**config.mk**
```make
export PLATFORM = sky130hd
export DESIGN_NAME = sarc_conv_ctrl
export DESIGN_NICKNAME = d
export VERILOG_FILES = /design/src/include/sarc_pkg.sv /design/src/include/sarc_conv_if.sv /design/src/hw/sarc_conv_ctrl.sv /design/src/hw/sarc_sar_engine.sv
export SDC_FILE = /design/constraint.sdc
export NUM_CORES = 1
export LEC_CHECK = 0
export BUFFER_PORTS_ARGS = -buffer_cell sky130_fd_sc_hd__buf_2
export CORE_ASPECT_RATIO = 0.6
export CORE_MARGIN = 1
export CORE_UTILIZATION = 40
export CTS_BUF_LIST = sky130_fd_sc_hd__clkbuf_8
export CTS_CLUSTER_DIAMETER = 50
export DETAILED_ROUTE_END_ITERATION = 16
export PLACE_DENSITY = 0.73
export SLEW_MARGIN = 25
export SYNTH_ARGS = -nofsm -noshare
export SYNTH_HDL_FRONTEND = slang
export SYNTH_SLANG_ARGS = --single-unit
```
**constraint.sdc**
```tcl
create_clock -name clk_i -period 3.1 [get_ports clk_i]
set_input_delay 0.62 -clock clk_i [delete_from_list [all_inputs] [get_ports clk_i]]
set_output_delay 0.62 -clock clk_i [all_outputs]
set_load 0.1 [all_outputs]
```
**src/include/sarc_pkg.sv**
```systemverilog
// Shared constants, types and helpers of the converter control block.
// Behaviour
// - Power code 0 normal, 1 half, 3 quarter power; code 2 is reserved.
// - Result width is selectable as 12, 10 or 8, given as bit count.
// - A width written mid-conversion takes effect only after that conversion ends.
// - New-width data is valid six plus new-width cycles after the change.
// - Free-running mode converts back to back after one start command; here a software start begins it and the start command stops it.
// - Software-trigger mode needs one software start per conversion.
// - A software start stops the external trigger from starting conversions.
// - A stop lets the running conversion finish, then starts no more.
// - In software-trigger mode a stop hands the trigger back to the external input.
// - End-of-conversion interrupt is raised only while it is enabled.
// - Reading the result clears a pending interrupt.
// - Completion status reads nonzero when done, zero while converting, clears on read.
// - The narrow read at widths above 8 returns the result's low byte.
// - Results are read in two's complement form.
// - The start command powers up and returns control state to initial values.
// - The shutdown command halts conversions and enters lowest power.
// - The enable command switches on converter clock and power.
// - The wide read returns the full signed result for widths 8 to 12.
package sarc_pkg;

  localparam logic [7:0] ADDR_CMD   = 8'h00;
  localparam logic [7:0] ADDR_CFG   = 8'h04;
  localparam logic [7:0] ADDR_STAT  = 8'h08;
  localparam logic [7:0] ADDR_RES16 = 8'h0c;
  localparam logic [7:0] ADDR_RES8  = 8'h10;

  localparam int CMD_START_BIT    = 0;
  localparam int CMD_SHUTDOWN_BIT = 1;
  localparam int CMD_ENABLE_BIT   = 2;
  localparam int CMD_GO_BIT       = 3;
  localparam int CMD_HALT_BIT     = 4;

  localparam int CFG_PWR_LSB   = 0;
  localparam int CFG_MODE_LSB  = 2;
  localparam int CFG_IRQ_BIT   = 4;
  localparam int CFG_WIDTH_LSB = 8;

  localparam int STAT_EOC_BIT     = 0;
  localparam int STAT_BUSY_BIT    = 1;
  localparam int STAT_POWERED_BIT = 2;
  localparam int STAT_SRC_SW_BIT  = 3;
  localparam int STAT_RUNNING_BIT = 4;

  localparam logic [1:0] POWER_LEVEL_NORMAL   = 2'h0;
  localparam logic [1:0] POWER_LEVEL_HALF     = 2'h1;
  localparam logic [1:0] POWER_LEVEL_RESERVED = 2'h2;
  localparam logic [1:0] POWER_LEVEL_QUARTER  = 2'h3;

  localparam logic [3:0] WIDTH_TWELVE = 4'hc;
  localparam logic [3:0] WIDTH_TEN    = 4'ha;
  localparam logic [3:0] WIDTH_EIGHT  = 4'h8;

  localparam logic [3:0] SETTLE_CYCLES = 4'h6;

  typedef enum logic [1:0] {SARC_MODE_FREE, SARC_MODE_SW, SARC_MODE_HW} sarc_mode_t;

  localparam logic [1:0] CFG_PWR_RST   = POWER_LEVEL_NORMAL;
  localparam sarc_mode_t CFG_MODE_RST  = SARC_MODE_SW;
  localparam logic       CFG_IRQ_RST   = 1'b0;
  localparam logic [3:0] CFG_WIDTH_RST = WIDTH_TWELVE;

  function automatic logic sarc_width_ok(input logic [3:0] w);
    return (w == WIDTH_TWELVE) || (w == WIDTH_TEN) || (w == WIDTH_EIGHT);
  endfunction

  // Raw counts are offset binary; flipping the top bit and extending it gives two's complement.
  function automatic logic [15:0] sarc_to_signed(input logic [11:0] raw, input logic [3:0] w);
    logic [15:0] v;
    logic        sgn;
    v   = {4'h0, raw};
    sgn = ~raw[w - 4'h1];
    for (int i = 0; i < 16; i++)
    begin
      if (i >= int'(w) - 1)
        v[i] = sgn;
    end
    return v;
  endfunction

endpackage

```
**src/include/sarc_conv_if.sv**
```systemverilog
// Signals between the control logic and the successive-approximation engine.
`timescale 1ns/1ps
interface sarc_conv_if;
  logic        start;
  logic        abort;
  logic [3:0]  width;
  logic        cmp;
  logic        busy;
  logic        done;
  logic [11:0] result;
  logic [11:0] dac_code;
  logic        sampling;
  modport ctrl (output start, abort, width, cmp, input busy, done, result, dac_code, sampling);
  modport eng  (input start, abort, width, cmp, output busy, done, result, dac_code, sampling);
endinterface

```
**src/hw/sarc_conv_ctrl.sv**
```systemverilog
// Converter control: command and configuration registers, trigger arbitration, status and result.
//
// The plain strobed port and the register offsets are this design's own decisions.
`timescale 1ns/1ps
module sarc_conv_ctrl
  import sarc_pkg::*;
#(
  parameter int DATA_W = 32
)(
  input  wire logic              clk_i,
  input  wire logic              resetn_i,
  input  wire logic [7:0]        addr_i,
  input  wire logic [DATA_W-1:0] wdata_i,
  input  wire logic              wr_i,
  input  wire logic              rd_i,
  output logic      [DATA_W-1:0] rdata_o,
  input  wire logic              soc_i,
  input  wire logic              cmp_i,
  output logic                   irq_o,
  output logic                   power_on_o,
  output logic                   clock_on_o,
  output logic      [1:0]        power_level_o,
  output logic      [11:0]       dac_code_o,
  output logic                   sampling_o,
  output logic                   busy_o
);

  if (DATA_W < 16) begin : g_bad_data
    $error("sarc_conv_ctrl needs a data path of at least 16 bits");
  end

  sarc_conv_if conv ();

  sarc_sar_engine #(
    .MAX_W (12)
  ) u_engine (
    .clk_i    (clk_i),
    .resetn_i (resetn_i),
    .conv     (conv.eng)
  );

  logic              pwr_ff;
  logic              clk_on_ff;
  logic [1:0]        lvl_ff;
  sarc_mode_t        mode_ff;
  logic              irq_en_ff;
  logic [3:0]        width_cfg_ff;
  logic              src_sw_ff;
  logic              running_ff;
  logic              sw_pend_ff;
  logic              hw_pend_ff;
  logic              soc_prev_ff;
  logic              start_ff;
  logic              abort_ff;
  logic              eoc_ff;
  logic              irq_ff;
  logic [11:0]       result_ff;
  logic [3:0]        run_w_ff;
  logic [3:0]        res_w_ff;
  logic [DATA_W-1:0] rdata_ff;
  logic              cmp_s1_ff;
  logic              cmp_s2_ff;
  logic              cmp_s3_ff;
  logic              cmp_ff;

  logic        cmd_wr;
  logic        cmd_start;
  logic        cmd_shut;
  logic        cmd_enable;
  logic        cmd_go;
  logic        cmd_halt;
  logic        cfg_wr;
  logic        stat_rd;
  logic        res_rd;
  logic        active;
  logic        soc_rise;
  logic        want;
  logic        launch;
  logic [15:0] signed_res;

  assign cmd_wr     = wr_i && (addr_i == ADDR_CMD);
  assign cmd_shut   = cmd_wr && wdata_i[CMD_SHUTDOWN_BIT];
  assign cmd_start  = cmd_wr && wdata_i[CMD_START_BIT] && !cmd_shut;
  assign cmd_enable = cmd_wr && wdata_i[CMD_ENABLE_BIT] && !cmd_shut;
  // Software start and stop are ignored while the external trigger owns conversions.
  assign cmd_go     = cmd_wr && wdata_i[CMD_GO_BIT] && (mode_ff != SARC_MODE_HW);
  assign cmd_halt   = cmd_wr && wdata_i[CMD_HALT_BIT] && (mode_ff != SARC_MODE_HW);
  assign cfg_wr     = wr_i && (addr_i == ADDR_CFG);
  assign stat_rd    = rd_i && (addr_i == ADDR_STAT);
  assign res_rd     = rd_i && ((addr_i == ADDR_RES16) || (addr_i == ADDR_RES8));
  assign active     = pwr_ff && clk_on_ff;
  assign signed_res = sarc_to_signed(result_ff, res_w_ff);

  // The comparator is an analogue pin; only a level seen by the last two stages counts.
  always_ff @(posedge clk_i or negedge resetn_i)
  begin
    if (!resetn_i)
    begin
      cmp_s1_ff <= 1'b0;
      cmp_s2_ff <= 1'b0;
      cmp_s3_ff <= 1'b0;
      cmp_ff    <= 1'b0;
    end
    else
    begin
      cmp_s1_ff <= cmp_i;
      cmp_s2_ff <= cmp_s1_ff;
      cmp_s3_ff <= cmp_s2_ff;
      if (cmp_s2_ff == cmp_s3_ff)
        cmp_ff <= cmp_s3_ff;
    end
  end

  // Configuration register; illegal codes leave the field untouched.
  always_ff @(posedge clk_i or negedge resetn_i)
  begin
    if (!resetn_i)
    begin
      mode_ff      <= CFG_MODE_RST;
      irq_en_ff    <= CFG_IRQ_RST;
      width_cfg_ff <= CFG_WIDTH_RST;
    end
    else if (cfg_wr)
    begin
      if (wdata_i[CFG_MODE_LSB +: 2] != 2'h3)
        mode_ff <= sarc_mode_t'(wdata_i[CFG_MODE_LSB +: 2]);
      irq_en_ff <= wdata_i[CFG_IRQ_BIT];
      if (sarc_width_ok(wdata_i[CFG_WIDTH_LSB +: 4]))
        width_cfg_ff <= wdata_i[CFG_WIDTH_LSB +: 4];
    end
  end

  // Power level sits apart because shutdown forces it to the lowest setting.
  always_ff @(posedge clk_i or negedge resetn_i)
  begin
    if (!resetn_i)
      lvl_ff <= CFG_PWR_RST;
    else if (cmd_shut)
      lvl_ff <= POWER_LEVEL_QUARTER;
    else if (cfg_wr && wdata_i[CFG_PWR_LSB +: 2] != POWER_LEVEL_RESERVED)
      lvl_ff <= wdata_i[CFG_PWR_LSB +: 2];
  end

  // Power and clock gates.
  always_ff @(posedge clk_i or negedge resetn_i)
  begin
    if (!resetn_i)
    begin
      pwr_ff    <= 1'b0;
      clk_on_ff <= 1'b0;
    end
    else if (cmd_shut)
    begin
      pwr_ff    <= 1'b0;
      clk_on_ff <= 1'b0;
    end
    else if (cmd_start || cmd_enable)
    begin
      pwr_ff    <= 1'b1;
      clk_on_ff <= 1'b1;
    end
  end

  // Trigger source and pending requests.
  assign soc_rise = soc_i && !soc_prev_ff && !src_sw_ff && (mode_ff != SARC_MODE_FREE);
  assign want     = ((mode_ff == SARC_MODE_FREE) && running_ff && !cmd_halt)
                 || ((mode_ff == SARC_MODE_SW) && sw_pend_ff && !cmd_halt)
                 || ((mode_ff != SARC_MODE_FREE) && hw_pend_ff && !src_sw_ff);
  assign launch   = active && want && !conv.busy && !start_ff && !abort_ff;

  always_ff @(posedge clk_i or negedge resetn_i)
  begin
    if (!resetn_i)
    begin
      src_sw_ff   <= 1'b0;
      running_ff  <= 1'b0;
      sw_pend_ff  <= 1'b0;
      hw_pend_ff  <= 1'b0;
      soc_prev_ff <= 1'b0;
    end
    else if (cmd_shut || cmd_start)
    begin
      src_sw_ff   <= 1'b0;
      running_ff  <= 1'b0;
      sw_pend_ff  <= 1'b0;
      hw_pend_ff  <= 1'b0;
      soc_prev_ff <= soc_i;
    end
    else
    begin
      soc_prev_ff <= soc_i;
      if (cmd_halt)
      begin
        src_sw_ff  <= 1'b0;
        running_ff <= 1'b0;
        sw_pend_ff <= 1'b0;
      end
      else if (cmd_go)
      begin
        src_sw_ff  <= 1'b1;
        running_ff <= (mode_ff == SARC_MODE_FREE);
        sw_pend_ff <= (mode_ff == SARC_MODE_SW);
        hw_pend_ff <= 1'b0;
      end
      else if (launch)
        sw_pend_ff <= 1'b0;
      if (soc_rise && !cmd_go)
        hw_pend_ff <= 1'b1;
      else if (launch || src_sw_ff)
        hw_pend_ff <= 1'b0;
    end
  end

  // One-cycle launch and abort strobes; the width is taken at launch, not at the write.
  always_ff @(posedge clk_i or negedge resetn_i)
  begin
    if (!resetn_i)
    begin
      start_ff <= 1'b0;
      abort_ff <= 1'b0;
      run_w_ff <= CFG_WIDTH_RST;
    end
    else
    begin
      start_ff <= launch && !cmd_shut && !cmd_start;
      abort_ff <= cmd_shut || cmd_start;
      if (launch)
        run_w_ff <= width_cfg_ff;
    end
  end

  assign conv.start = start_ff;
  assign conv.abort = abort_ff;
  assign conv.width = run_w_ff;
  assign conv.cmp   = cmp_ff;

  // Completion: result and status move on the same edge, and a new completion beats a clear.
  always_ff @(posedge clk_i or negedge resetn_i)
  begin
    if (!resetn_i)
    begin
      eoc_ff    <= 1'b0;
      result_ff <= 12'h000;
      res_w_ff  <= CFG_WIDTH_RST;
    end
    else if (conv.done)
    begin
      eoc_ff    <= 1'b1;
      result_ff <= conv.result;
      res_w_ff  <= run_w_ff;
    end
    else if (stat_rd || start_ff || cmd_start)
      eoc_ff <= 1'b0;
  end

  always_ff @(posedge clk_i or negedge resetn_i)
  begin
    if (!resetn_i)
      irq_ff <= 1'b0;
    else if (cmd_start || cmd_shut)
      irq_ff <= 1'b0;
    else
      irq_ff <= irq_en_ff && (conv.done || (irq_ff && !res_rd));
  end

  // Read port: data stand only in the cycle after the strobe; unmapped reads return zero.
  always_ff @(posedge clk_i or negedge resetn_i)
  begin
    if (!resetn_i)
      rdata_ff <= '0;
    else
    begin
      rdata_ff <= '0;
      if (rd_i)
      begin
        unique case (addr_i)
          ADDR_CFG:
          begin
            rdata_ff[CFG_PWR_LSB +: 2]   <= lvl_ff;
            rdata_ff[CFG_MODE_LSB +: 2]  <= mode_ff;
            rdata_ff[CFG_IRQ_BIT]        <= irq_en_ff;
            rdata_ff[CFG_WIDTH_LSB +: 4] <= width_cfg_ff;
          end
          ADDR_STAT:
          begin
            rdata_ff[STAT_EOC_BIT]     <= eoc_ff;
            rdata_ff[STAT_BUSY_BIT]    <= conv.busy;
            rdata_ff[STAT_POWERED_BIT] <= pwr_ff;
            rdata_ff[STAT_SRC_SW_BIT]  <= src_sw_ff;
            rdata_ff[STAT_RUNNING_BIT] <= running_ff;
          end
          ADDR_RES16: rdata_ff[15:0] <= signed_res;
          ADDR_RES8:  rdata_ff[7:0]  <= signed_res[7:0];
          default:    rdata_ff       <= '0;
        endcase
      end
    end
  end

  assign rdata_o       = rdata_ff;
  assign irq_o         = irq_ff;
  assign power_on_o    = pwr_ff;
  assign clock_on_o    = clk_on_ff;
  assign power_level_o = lvl_ff;
  assign dac_code_o    = conv.dac_code;
  assign sampling_o    = conv.sampling;
  assign busy_o        = conv.busy;

  property p_pwr_reserved;
    @(posedge clk_i) disable iff (!resetn_i)
    (cfg_wr && !cmd_shut && wdata_i[CFG_PWR_LSB +: 2] == POWER_LEVEL_RESERVED) |=> $stable(power_level_o);
  endproperty
  a_pwr_reserved: assert property (p_pwr_reserved) else $error("reserved power code was taken");

  property p_width_legal;
    @(posedge clk_i) disable iff (!resetn_i)
    sarc_width_ok(width_cfg_ff) && sarc_width_ok(run_w_ff);
  endproperty
  a_width_legal: assert property (p_width_legal) else $error("illegal result width held");

  property p_free_run;
    @(posedge clk_i) disable iff (!resetn_i)
    (mode_ff == SARC_MODE_FREE && running_ff && active && !cfg_wr && !cmd_wr && conv.done) |-> ##[1:3] start_ff;
  endproperty
  a_free_run: assert property (p_free_run) else $error("free run did not restart");

  property p_ext_blocked;
    @(posedge clk_i) disable iff (!resetn_i)
    (src_sw_ff && !hw_pend_ff) |=> !hw_pend_ff;
  endproperty
  a_ext_blocked: assert property (p_ext_blocked) else $error("external trigger accepted after software start");

  property p_halt;
    @(posedge clk_i) disable iff (!resetn_i)
    (cmd_halt && mode_ff == SARC_MODE_FREE && !start_ff) |=> (!start_ff && !conv.abort) [*2];
  endproperty
  a_halt: assert property (p_halt) else $error("conversion launched or aborted after stop");

  property p_halt_sw;
    @(posedge clk_i) disable iff (!resetn_i)
    (cmd_halt && mode_ff == SARC_MODE_SW) |=> (!src_sw_ff && !sw_pend_ff);
  endproperty
  a_halt_sw: assert property (p_halt_sw) else $error("stop left software trigger selected");

  property p_irq_cause;
    @(posedge clk_i) disable iff (!resetn_i)
    $rose(irq_o) |-> ($past(conv.done) && $past(irq_en_ff));
  endproperty
  a_irq_cause: assert property (p_irq_cause) else $error("interrupt without enabled completion");

  property p_irq_clear;
    @(posedge clk_i) disable iff (!resetn_i)
    (res_rd && !conv.done) |=> !irq_o;
  endproperty
  a_irq_clear: assert property (p_irq_clear) else $error("result read kept interrupt");

  property p_eoc_clear;
    @(posedge clk_i) disable iff (!resetn_i)
    (stat_rd && !conv.done) |=> !eoc_ff;
  endproperty
  a_eoc_clear: assert property (p_eoc_clear) else $error("status survived its read");

  property p_latch;
    @(posedge clk_i) disable iff (!resetn_i)
    (conv.done && !abort_ff) |=> (eoc_ff && result_ff == $past(conv.result));
  endproperty
  a_latch: assert property (p_latch) else $error("status and result not latched together");

  property p_start_cmd;
    @(posedge clk_i) disable iff (!resetn_i)
    cmd_start |=> (power_on_o && clock_on_o && !running_ff && !irq_o) ##1 !busy_o;
  endproperty
  a_start_cmd: assert property (p_start_cmd) else $error("start command did not reset control");

  property p_shut;
    @(posedge clk_i) disable iff (!resetn_i)
    cmd_shut |=> (!power_on_o && power_level_o == POWER_LEVEL_QUARTER) ##1 !busy_o;
  endproperty
  a_shut: assert property (p_shut) else $error("shutdown left converter active");

  property p_narrow;
    @(posedge clk_i) disable iff (!resetn_i)
    (rd_i && addr_i == ADDR_RES8) |=> (rdata_o[7:0] == $past(signed_res[7:0]) && rdata_o[15:8] == 8'h00);
  endproperty
  a_narrow: assert property (p_narrow) else $error("narrow read is not the low byte");

endmodule

```
**src/hw/sarc_sar_engine.sv**
```systemverilog
// Successive-approximation sequencer: settle phase, then one decision per result bit.
`timescale 1ns/1ps
module sarc_sar_engine
  import sarc_pkg::*;
#(
  parameter int MAX_W = 12
)(
  input  wire logic clk_i,
  input  wire logic resetn_i,
  sarc_conv_if.eng  conv
);

  typedef enum logic [1:0] {ENG_IDLE, ENG_SETTLE, ENG_BITS} sarc_eng_state_t;

  if (MAX_W != 12) begin : g_bad_width
    $error("sarc_sar_engine serves a 12-bit result only");
  end

  sarc_eng_state_t state_ff;
  logic [3:0]      cnt_ff;
  logic [3:0]      width_ff;
  logic [3:0]      bit_ff;
  logic [11:0]     dac_ff;
  logic [11:0]     result_ff;
  logic            busy_ff;
  logic            done_ff;
  logic            sampling_ff;
  logic [11:0]     nxt_acc;
  logic [4:0]      len_ff;

  function automatic logic [11:0] bit_mask(input logic [3:0] i);
    return 12'h001 << i;
  endfunction

  // A rejected trial bit is cleared, an accepted one is kept.
  assign nxt_acc = conv.cmp ? dac_ff : (dac_ff & ~bit_mask(bit_ff));

  always_ff @(posedge clk_i or negedge resetn_i)
  begin
    if (!resetn_i)
    begin
      state_ff    <= ENG_IDLE;
      cnt_ff      <= 4'h0;
      width_ff    <= WIDTH_TWELVE;
      bit_ff      <= 4'h0;
      dac_ff      <= 12'h000;
      result_ff   <= 12'h000;
      busy_ff     <= 1'b0;
      done_ff     <= 1'b0;
      sampling_ff <= 1'b0;
    end
    else if (conv.abort)
    begin
      state_ff    <= ENG_IDLE;
      dac_ff      <= 12'h000;
      busy_ff     <= 1'b0;
      done_ff     <= 1'b0;
      sampling_ff <= 1'b0;
    end
    else
    begin
      done_ff <= 1'b0;
      unique case (state_ff)
        ENG_IDLE:
        begin
          if (conv.start)
          begin
            width_ff    <= conv.width;
            cnt_ff      <= SETTLE_CYCLES - 4'h1;
            state_ff    <= ENG_SETTLE;
            busy_ff     <= 1'b1;
            sampling_ff <= 1'b1;
            dac_ff      <= 12'h000;
          end
        end
        ENG_SETTLE:
        begin
          if (cnt_ff == 4'h0)
          begin
            state_ff    <= ENG_BITS;
            sampling_ff <= 1'b0;
            bit_ff      <= width_ff - 4'h1;
            dac_ff      <= bit_mask(width_ff - 4'h1);
          end
          else
            cnt_ff <= cnt_ff - 4'h1;
        end
        ENG_BITS:
        begin
          if (bit_ff == 4'h0)
          begin
            result_ff <= nxt_acc;
            done_ff   <= 1'b1;
            busy_ff   <= 1'b0;
            state_ff  <= ENG_IDLE;
          end
          else
          begin
            bit_ff <= bit_ff - 4'h1;
            dac_ff <= nxt_acc | bit_mask(bit_ff - 4'h1);
          end
        end
      endcase
    end
  end

  assign conv.busy     = busy_ff;
  assign conv.done     = done_ff;
  assign conv.result   = result_ff;
  assign conv.dac_code = dac_ff;
  assign conv.sampling = sampling_ff;

  // Cycle count since the accepted start, read only by the checks below.
  always_ff @(posedge clk_i or negedge resetn_i)
  begin
    if (!resetn_i)
      len_ff <= 5'h00;
    else if (state_ff == ENG_IDLE && conv.start)
      len_ff <= 5'h00;
    else if (busy_ff)
      len_ff <= len_ff + 5'h01;
  end

  property p_len;
    @(posedge clk_i) disable iff (!resetn_i)
    (done_ff && !$past(conv.abort)) |-> (len_ff == {1'b0, SETTLE_CYCLES} + {1'b0, width_ff});
  endproperty
  a_len: assert property (p_len) else $error("conversion length differs from settle plus width");

  property p_width_hold;
    @(posedge clk_i) disable iff (!resetn_i)
    (busy_ff && $past(busy_ff)) |-> $stable(width_ff);
  endproperty
  a_width_hold: assert property (p_width_hold) else $error("width changed inside a conversion");

endmodule

```
Word-level counts from Yosys, hierarchy flattened
Index checks and enable logic that the tools add are counted.
{"block": "totals", "regBits": 116}
{"block": "classes", "n_lt_le_gt_ge": 17, "n_bitwise": 5, "addsub": 5, "muxes": 72, "n_reduce_logical": 81, "n_eq_ne": 23, "shifts": 3}
{"op": "$mux W12", "n": 5}
{"op": "$mux W1", "n": 45}
{"op": "$ge A5 B5 Y1 const A", "n": 8}
{"op": "$pmux W12 S3", "n": 1}
{"op": "$shl A1 B4 Y12 const A", "n": 3}
{"op": "$logic_and A1 B1 Y1", "n": 32}
{"op": "$pmux W4 S2", "n": 3}
{"op": "$ge A4 B5 Y1 const A", "n": 4}
{"op": "$mux W4", "n": 5}
{"op": "$reduce_and A3 Y1", "n": 6}
{"op": "$eq A8 B4 Y1 const B", "n": 2}
{"op": "$mux W16", "n": 1}
{"op": "$sub A4 B1 Y4 const B", "n": 4}
{"op": "$pmux W5 S3", "n": 1}
{"op": "$and A12 B12 Y12", "n": 1}
{"op": "$eq A4 B4 Y1 const B", "n": 3}
{"op": "$mux W2", "n": 6}
{"op": "$ne A2 B2 Y1 const B", "n": 6}
{"op": "$not A12 Y12", "n": 1}
{"op": "$or A12 B12 Y12", "n": 1}
{"op": "$reduce_bool A2 Y1", "n": 6}
{"op": "$logic_or A1 B1 Y1", "n": 11}
{"op": "$ge A3 B5 Y1 const A", "n": 2}
{"op": "$logic_not A1 Y1", "n": 10}
{"op": "26 further kinds", "n": 39}

Logic depth before layout (Yosys ltp)
{"block": "logic_depth", "ltp_word": 16, "ltp_mapped": 14}

Modules after synthesis
Synthesis repeated with hierarchy kept, for this count alone.
{"block": "unflattened", "cells_unflattened": 564, "area_unflattened_um2": 5642.9}
{"mod": "sarc_conv_ctrl", "area_per_inst_um2": 3166.8, "instances": 1, "cells_per_inst": 305, "seq_area_each_um2": 1485.2}
{"mod": "sarc_sar_engine", "area_per_inst_um2": 2476.1, "instances": 1, "cells_per_inst": 259, "seq_area_each_um2": 1028.5}

Worst setup path before layout
OpenSTA, ideal clock, no wires.
{"block": "synth_timing", "path_type": "reg-to-reg", "start": "reg res_w_ff[0]", "end": "reg rdata_ff[0], in the netlist rdata_o[0]", "path_slack_ns": -0.054, "path_stages_with_launch": 13, "arrival_time_ns": 3.067, "setup_ns": 0.087, "path_cell_list": "dfrtp_1 clkbuf_1 clkbuf_1 inv_1 ha_1 clkbuf_1 xnor2_1 and3_1 ha_1 or3_1 mux2_2 a21o_1 o211ai_1"}
{"block": "synth_via", "elab_chain_cells": 7}
{"item": "start, declared", "line": "sarc_conv_ctrl.sv:59", "text": "logic [3:0] res_w_ff;"}
{"item": "start signal, assigned", "line": "sarc_conv_ctrl.sv:250", "text": "res_w_ff <= run_w_ff;"}
{"item": "$sub A4 B1 Y4", "line": "sarc_pkg.sv:73", "text": "sgn = ~raw[w - 4'h1];"}
{"item": "$bmux W1 S4", "line": "sarc_pkg.sv:73"}
{"item": "$mux W1 (implied by the code)", "line": "sarc_pkg.sv:73"}
{"item": "$not A1 Y1", "line": "sarc_pkg.sv:73"}
{"item": "$mux W1 (*)", "line": "sarc_pkg.sv:76", "text": "if (i >= int'(w) - 1)"}
{"item": "$pmux W5 S3 (*)", "line": "sarc_conv_ctrl.sv:276", "text": "unique case (addr_i)"}
{"item": "$mux W16 (*)", "line": "sarc_conv_ctrl.sv:274", "text": "if (rd_i)"}
{"item": "end signal, assigned by index", "line": "sarc_conv_ctrl.sv:279", "text": "rdata_ff[CFG_PWR_LSB +: 2] <= lvl_ff;"}
{"item": "end signal, assigned by index", "line": "sarc_conv_ctrl.sv:280", "text": "rdata_ff[CFG_MODE_LSB +: 2] <= mode_ff;"}
{"item": "end signal, assigned by index", "line": "sarc_conv_ctrl.sv:281", "text": "rdata_ff[CFG_IRQ_BIT] <= irq_en_ff;"}
{"item": "end, declared", "line": "sarc_conv_ctrl.sv:60", "text": "logic [DATA_W-1:0] rdata_ff;"}
Every way passes the cells marked *; elsewhere a longest branch is shown, timed or not. The select of a mux whose other input is x is not followed.
A chain may end at the register's enable or synchronous reset.

Worst setup path after layout
{"block": "layout_timing", "start": "reg res_w_ff[1]", "end": "reg rdata_ff[0], in the netlist rdata_o[0]"}
The elaborated chain is that of the path after synthesis.

==> qor.json <==
{
  "status": {
    "outcome": "completed"
  },
  "timing": {
    "post-route-period-util_pct": 91.8,
    "timing.final.max_slew_violations": 0,
    "period_minus_slack_ns": 2.84,
    "finalHoldWorstSlack_ns": 0.112,
    "timing_worst_slew_pin_value_ns": 0.770,
    "setup-tns-final_ns": 0,
    "setup_violations_final": 0,
    "fmax_mhz": 352,
    "timing.slew.headroom_pct": 48.6,
    "worst_clock_skew_ns": 0.0164,
    "finalHoldViolations": 0,
    "unrepaired_setup_endpoints_after_global_routing": "false"
  },
  "layout": {
    "post_route_cells_drive_above_1_share_pct": 21.5,
    "fillerInstances": 1254,
    "insertedDiodeCount": 0,
    "area_growth_pct": 12.0,
    "design.final.nets": 695
  },
  "die": {
    "rows": 32,
    "dieHeight_um": 93.0,
    "fp.dieW_um": 154,
    "core_area_um2": 13100,
    "fp.dieArea_um2": 14300,
    "start_util_pct": 42.1,
    "io_pins": 97
  },
  "cts": {
    "ctsResizeCount": 0,
    "clock_sink_count": 100,
    "cts.repair_timing.setup_buffer_count": 0,
    "cts_root_buf": "sky130_fd_sc_hd__clkbuf_8",
    "clkSlewWorstSetupHoldPaths_ns": 0.10,
    "cts.htree.levels": 3,
    "cts-buffers-inserted": 9,
    "worst_skew_pair.late_latency_ns": 0.37,
    "post_cts_hold_buffer_count": 0,
    "cts.path.max_buffers": 2,
    "cts_tree": "done"
  },
  "yosys": {
    "yosys.cell_types.count": 69,
    "netlist_instances": 576,
    "post_synth.cell_area_avg_um2": 9.59,
    "mapped_cell_area_um2": 5520,
    "synth_warnings": 0,
    "synth-seq-area-share_pct": 45.5,
    "postSynthRegisterBits": 100,
    "synth_flop_cell": "sky130_fd_sc_hd__dfrtp_1",
    "number_of_enable_flip_flop_cells_after_synthesis": 0,
    "ys_async_sr_fraction_pct": 100
  },
  "route": {
    "route.detailed.drc": 0,
    "vias": 4630,
    "detail_route.wirelength_um": 13900,
    "dr.first_iter.drc_count": 412,
    "drt_first_pass_iters": 5,
    "wl_per_cell_um": 17.3,
    "remaining_antenna_violation_count": 0,
    "route.detailed.vias_per_inst": 5.74
  },
  "job": {
    "drv_cap": 0
  },
  "worst_hold_path": {
    "worstHoldPathType": "in -> async"
  },
  "power_and_ir_drop": {
    "p_leak_nw": 2.82,
    "power.density_cell_area_nw_per_um2": 548,
    "max-vdd-ir-drop_mv": 0.603
  },
  "global_routing": {
    "first_pass_grt_wire_length_um": 22700,
    "track_usage_pct": 20.4,
    "grt_pass1_vias": 4388,
    "antenna_found_initial": 0,
    "globalRouteOverflowTotal": 0,
    "maximum_number_of_pins_on_one_net_before_global_route_repair": 84
  },
  "setup_path": {
    "worst_setup_ep_type": "flip-flop",
    "ff2ff_path_depth": 9,
    "crit_path_max_fanout": 10,
    "cp-start-kind": "flip-flop",
    "critPathArrivalTime_ns": 3.12,
    "critPathRequiredTime_ns": 3.38,
    "timing.setup.critical_path_class": "reg -> reg"
  },
  "place": {
    "place.port_buffers": 57,
    "place.detailed.hpwl_um": 10700,
    "globalplace.congestion": 0.946
  }
}
[stage by stage]
step / cell area (µm²) / total power, mW / util [%] / setup WS, ns / std cells
global placement: 5990 / 2.48 / 45.6 / 0.339 / 790
floorplan: 5590 / 2.27 / - / 0.0755 / 591
finish: 6190 / 3.39 / 47.1 / 0.255 / 806
detailed placement: 5990 / 2.52 / 45.6 / 0.323 / 790
global route: 6190 / 3.55 / 47.1 / 0.0935 / 806
CTS: 6190 / 3.39 / 47.1 / 0.318 / 806
[layout by cell type (no fill, tap or decap), types with 12 or more instances in the layout]
cell,count
sky130_fd_sc_hd__a21oi_1,36
sky130_fd_sc_hd__a221o_1,12
sky130_fd_sc_hd__buf_2,56
sky130_fd_sc_hd__buf_4,15
sky130_fd_sc_hd__conb_1,16
sky130_fd_sc_hd__dfrtp_1,91
sky130_fd_sc_hd__ha_1,18
sky130_fd_sc_hd__inv_1,22
sky130_fd_sc_hd__mux2_2,21
sky130_fd_sc_hd__nand2_1,76
sky130_fd_sc_hd__nand3_1,16
sky130_fd_sc_hd__nor2_1,29
sky130_fd_sc_hd__nor3_1,19
sky130_fd_sc_hd__o21ai_0,40
[sequential cells by signal (all words and copies together) (netlist names), 2 cells and up]
register	flops
u_engine.state_ff	2
u_engine.width_ff	4
u_engine.bit_ff	4
power_level_o	2
conv.width	4
res_w_ff	4
u_engine.cnt_ff	4
u_engine.conv.dac_code	12
result_ff	12
u_engine.conv.result	12
width_cfg_ff	4
mode_ff	2
rdata_o	16
[cell type report]
| class | count | area, µm² | share of cell area, % |
|---|---|---|---|
| Multi-Input combinational cell | 427 | 2770 | 44.7 |
| Sequential cell | 100 | 2510 | 40.6 |
| Timing Repair Buffer | 72 | 413 | 6.67 |
| Tap cell | 170 | 213 | 3.44 |
| Clock buffer | 10 | 138 | 2.22 |
| Inverter | 21 | 78.8 | 1.27 |
| Clock inverter | 6 | 63.8 | 1.03 |
[critical path, cell delays in order (launching register included)]
cell and delay (ns):
sky130_fd_sc_hd__dfrtp_1 0.54, sky130_fd_sc_hd__inv_1 0.15, sky130_fd_sc_hd__ha_1 0.33, sky130_fd_sc_hd__xnor2_2 0.38, sky130_fd_sc_hd__and3_1 0.23, sky130_fd_sc_hd__ha_1 0.24, sky130_fd_sc_hd__or3_1 0.37, sky130_fd_sc_hd__mux2_2 0.29
sky130_fd_sc_hd__a21o_1 0.16, sky130_fd_sc_hd__o211ai_1 0.08
[synth_stat cells, drive strengths merged, types with 10 or more instances]
master / instances / share of area [%]
nor2b: 10 / 1.1
a221o: 12 / 2.2
a21oi: 36 / 3.3
clkbuf: 23 / 1.6
nor2: 29 / 2.0
inv: 21 / 1.4
nor3: 19 / 1.7
ha: 18 / 4.1
nand2: 76 / 5.2
nand3: 16 / 1.4
buf: 20 / 2.5
dfrtp: 91 / 41
o21ai: 41 / 3.7
mux2: 21 / 4.3
[metal layers]
layer	vias to the layer above	global-route usage [%]	wire length (µm)
li1	2162	-	-
met1	2296	31.8	7240
met2	159	28.2	5680
met3	13	4.63	924
met4	0	4.00	107
met5	-	0	0
[report_power, final]
group	switching [mW]	internal [mW]	total (mW)
Combinational	0.709	0.301	1.01
Sequential	0.119	1.39	1.51
Clock	0.470	0.396	0.866
Total	1.30	2.09	3.39
[cell families (layout without fill, tap and decap cells)]
logic type                 Yosys count  after routing  synth area share (%)
AOI/OAI and AO/OA                  146            146                  17.7
xor gates and xnor gates             8              8                  1.27
adders and majority gates           19             19                  4.26
buffers and inverters               64            109                  5.53
DFF                                100            100                  45.5
muxes                               29             29                  6.41
other                                1             16                0.0679
and+or+nand+nor                    209            209                  19.2
[worst paths after layout]
path / start / to / slack [ns]
worst max-delay path: res_w_ff[1] / rdata_o[0] / 0.26
worst min-delay path: resetn_i / cmp_s2_ff / 0.11
worst max register to register: res_w_ff[1] / rdata_o[0] / 0.26
worst min register to register: cmp_s1_ff / cmp_s2_ff / 0.37
max in group asynchronous: resetn_i / u_engine.width_ff[3] / 2.24
min in group clk_i: cmp_i / cmp_s1_ff / 0.35
Note: power is estimated with default switching activity, not from simulation.
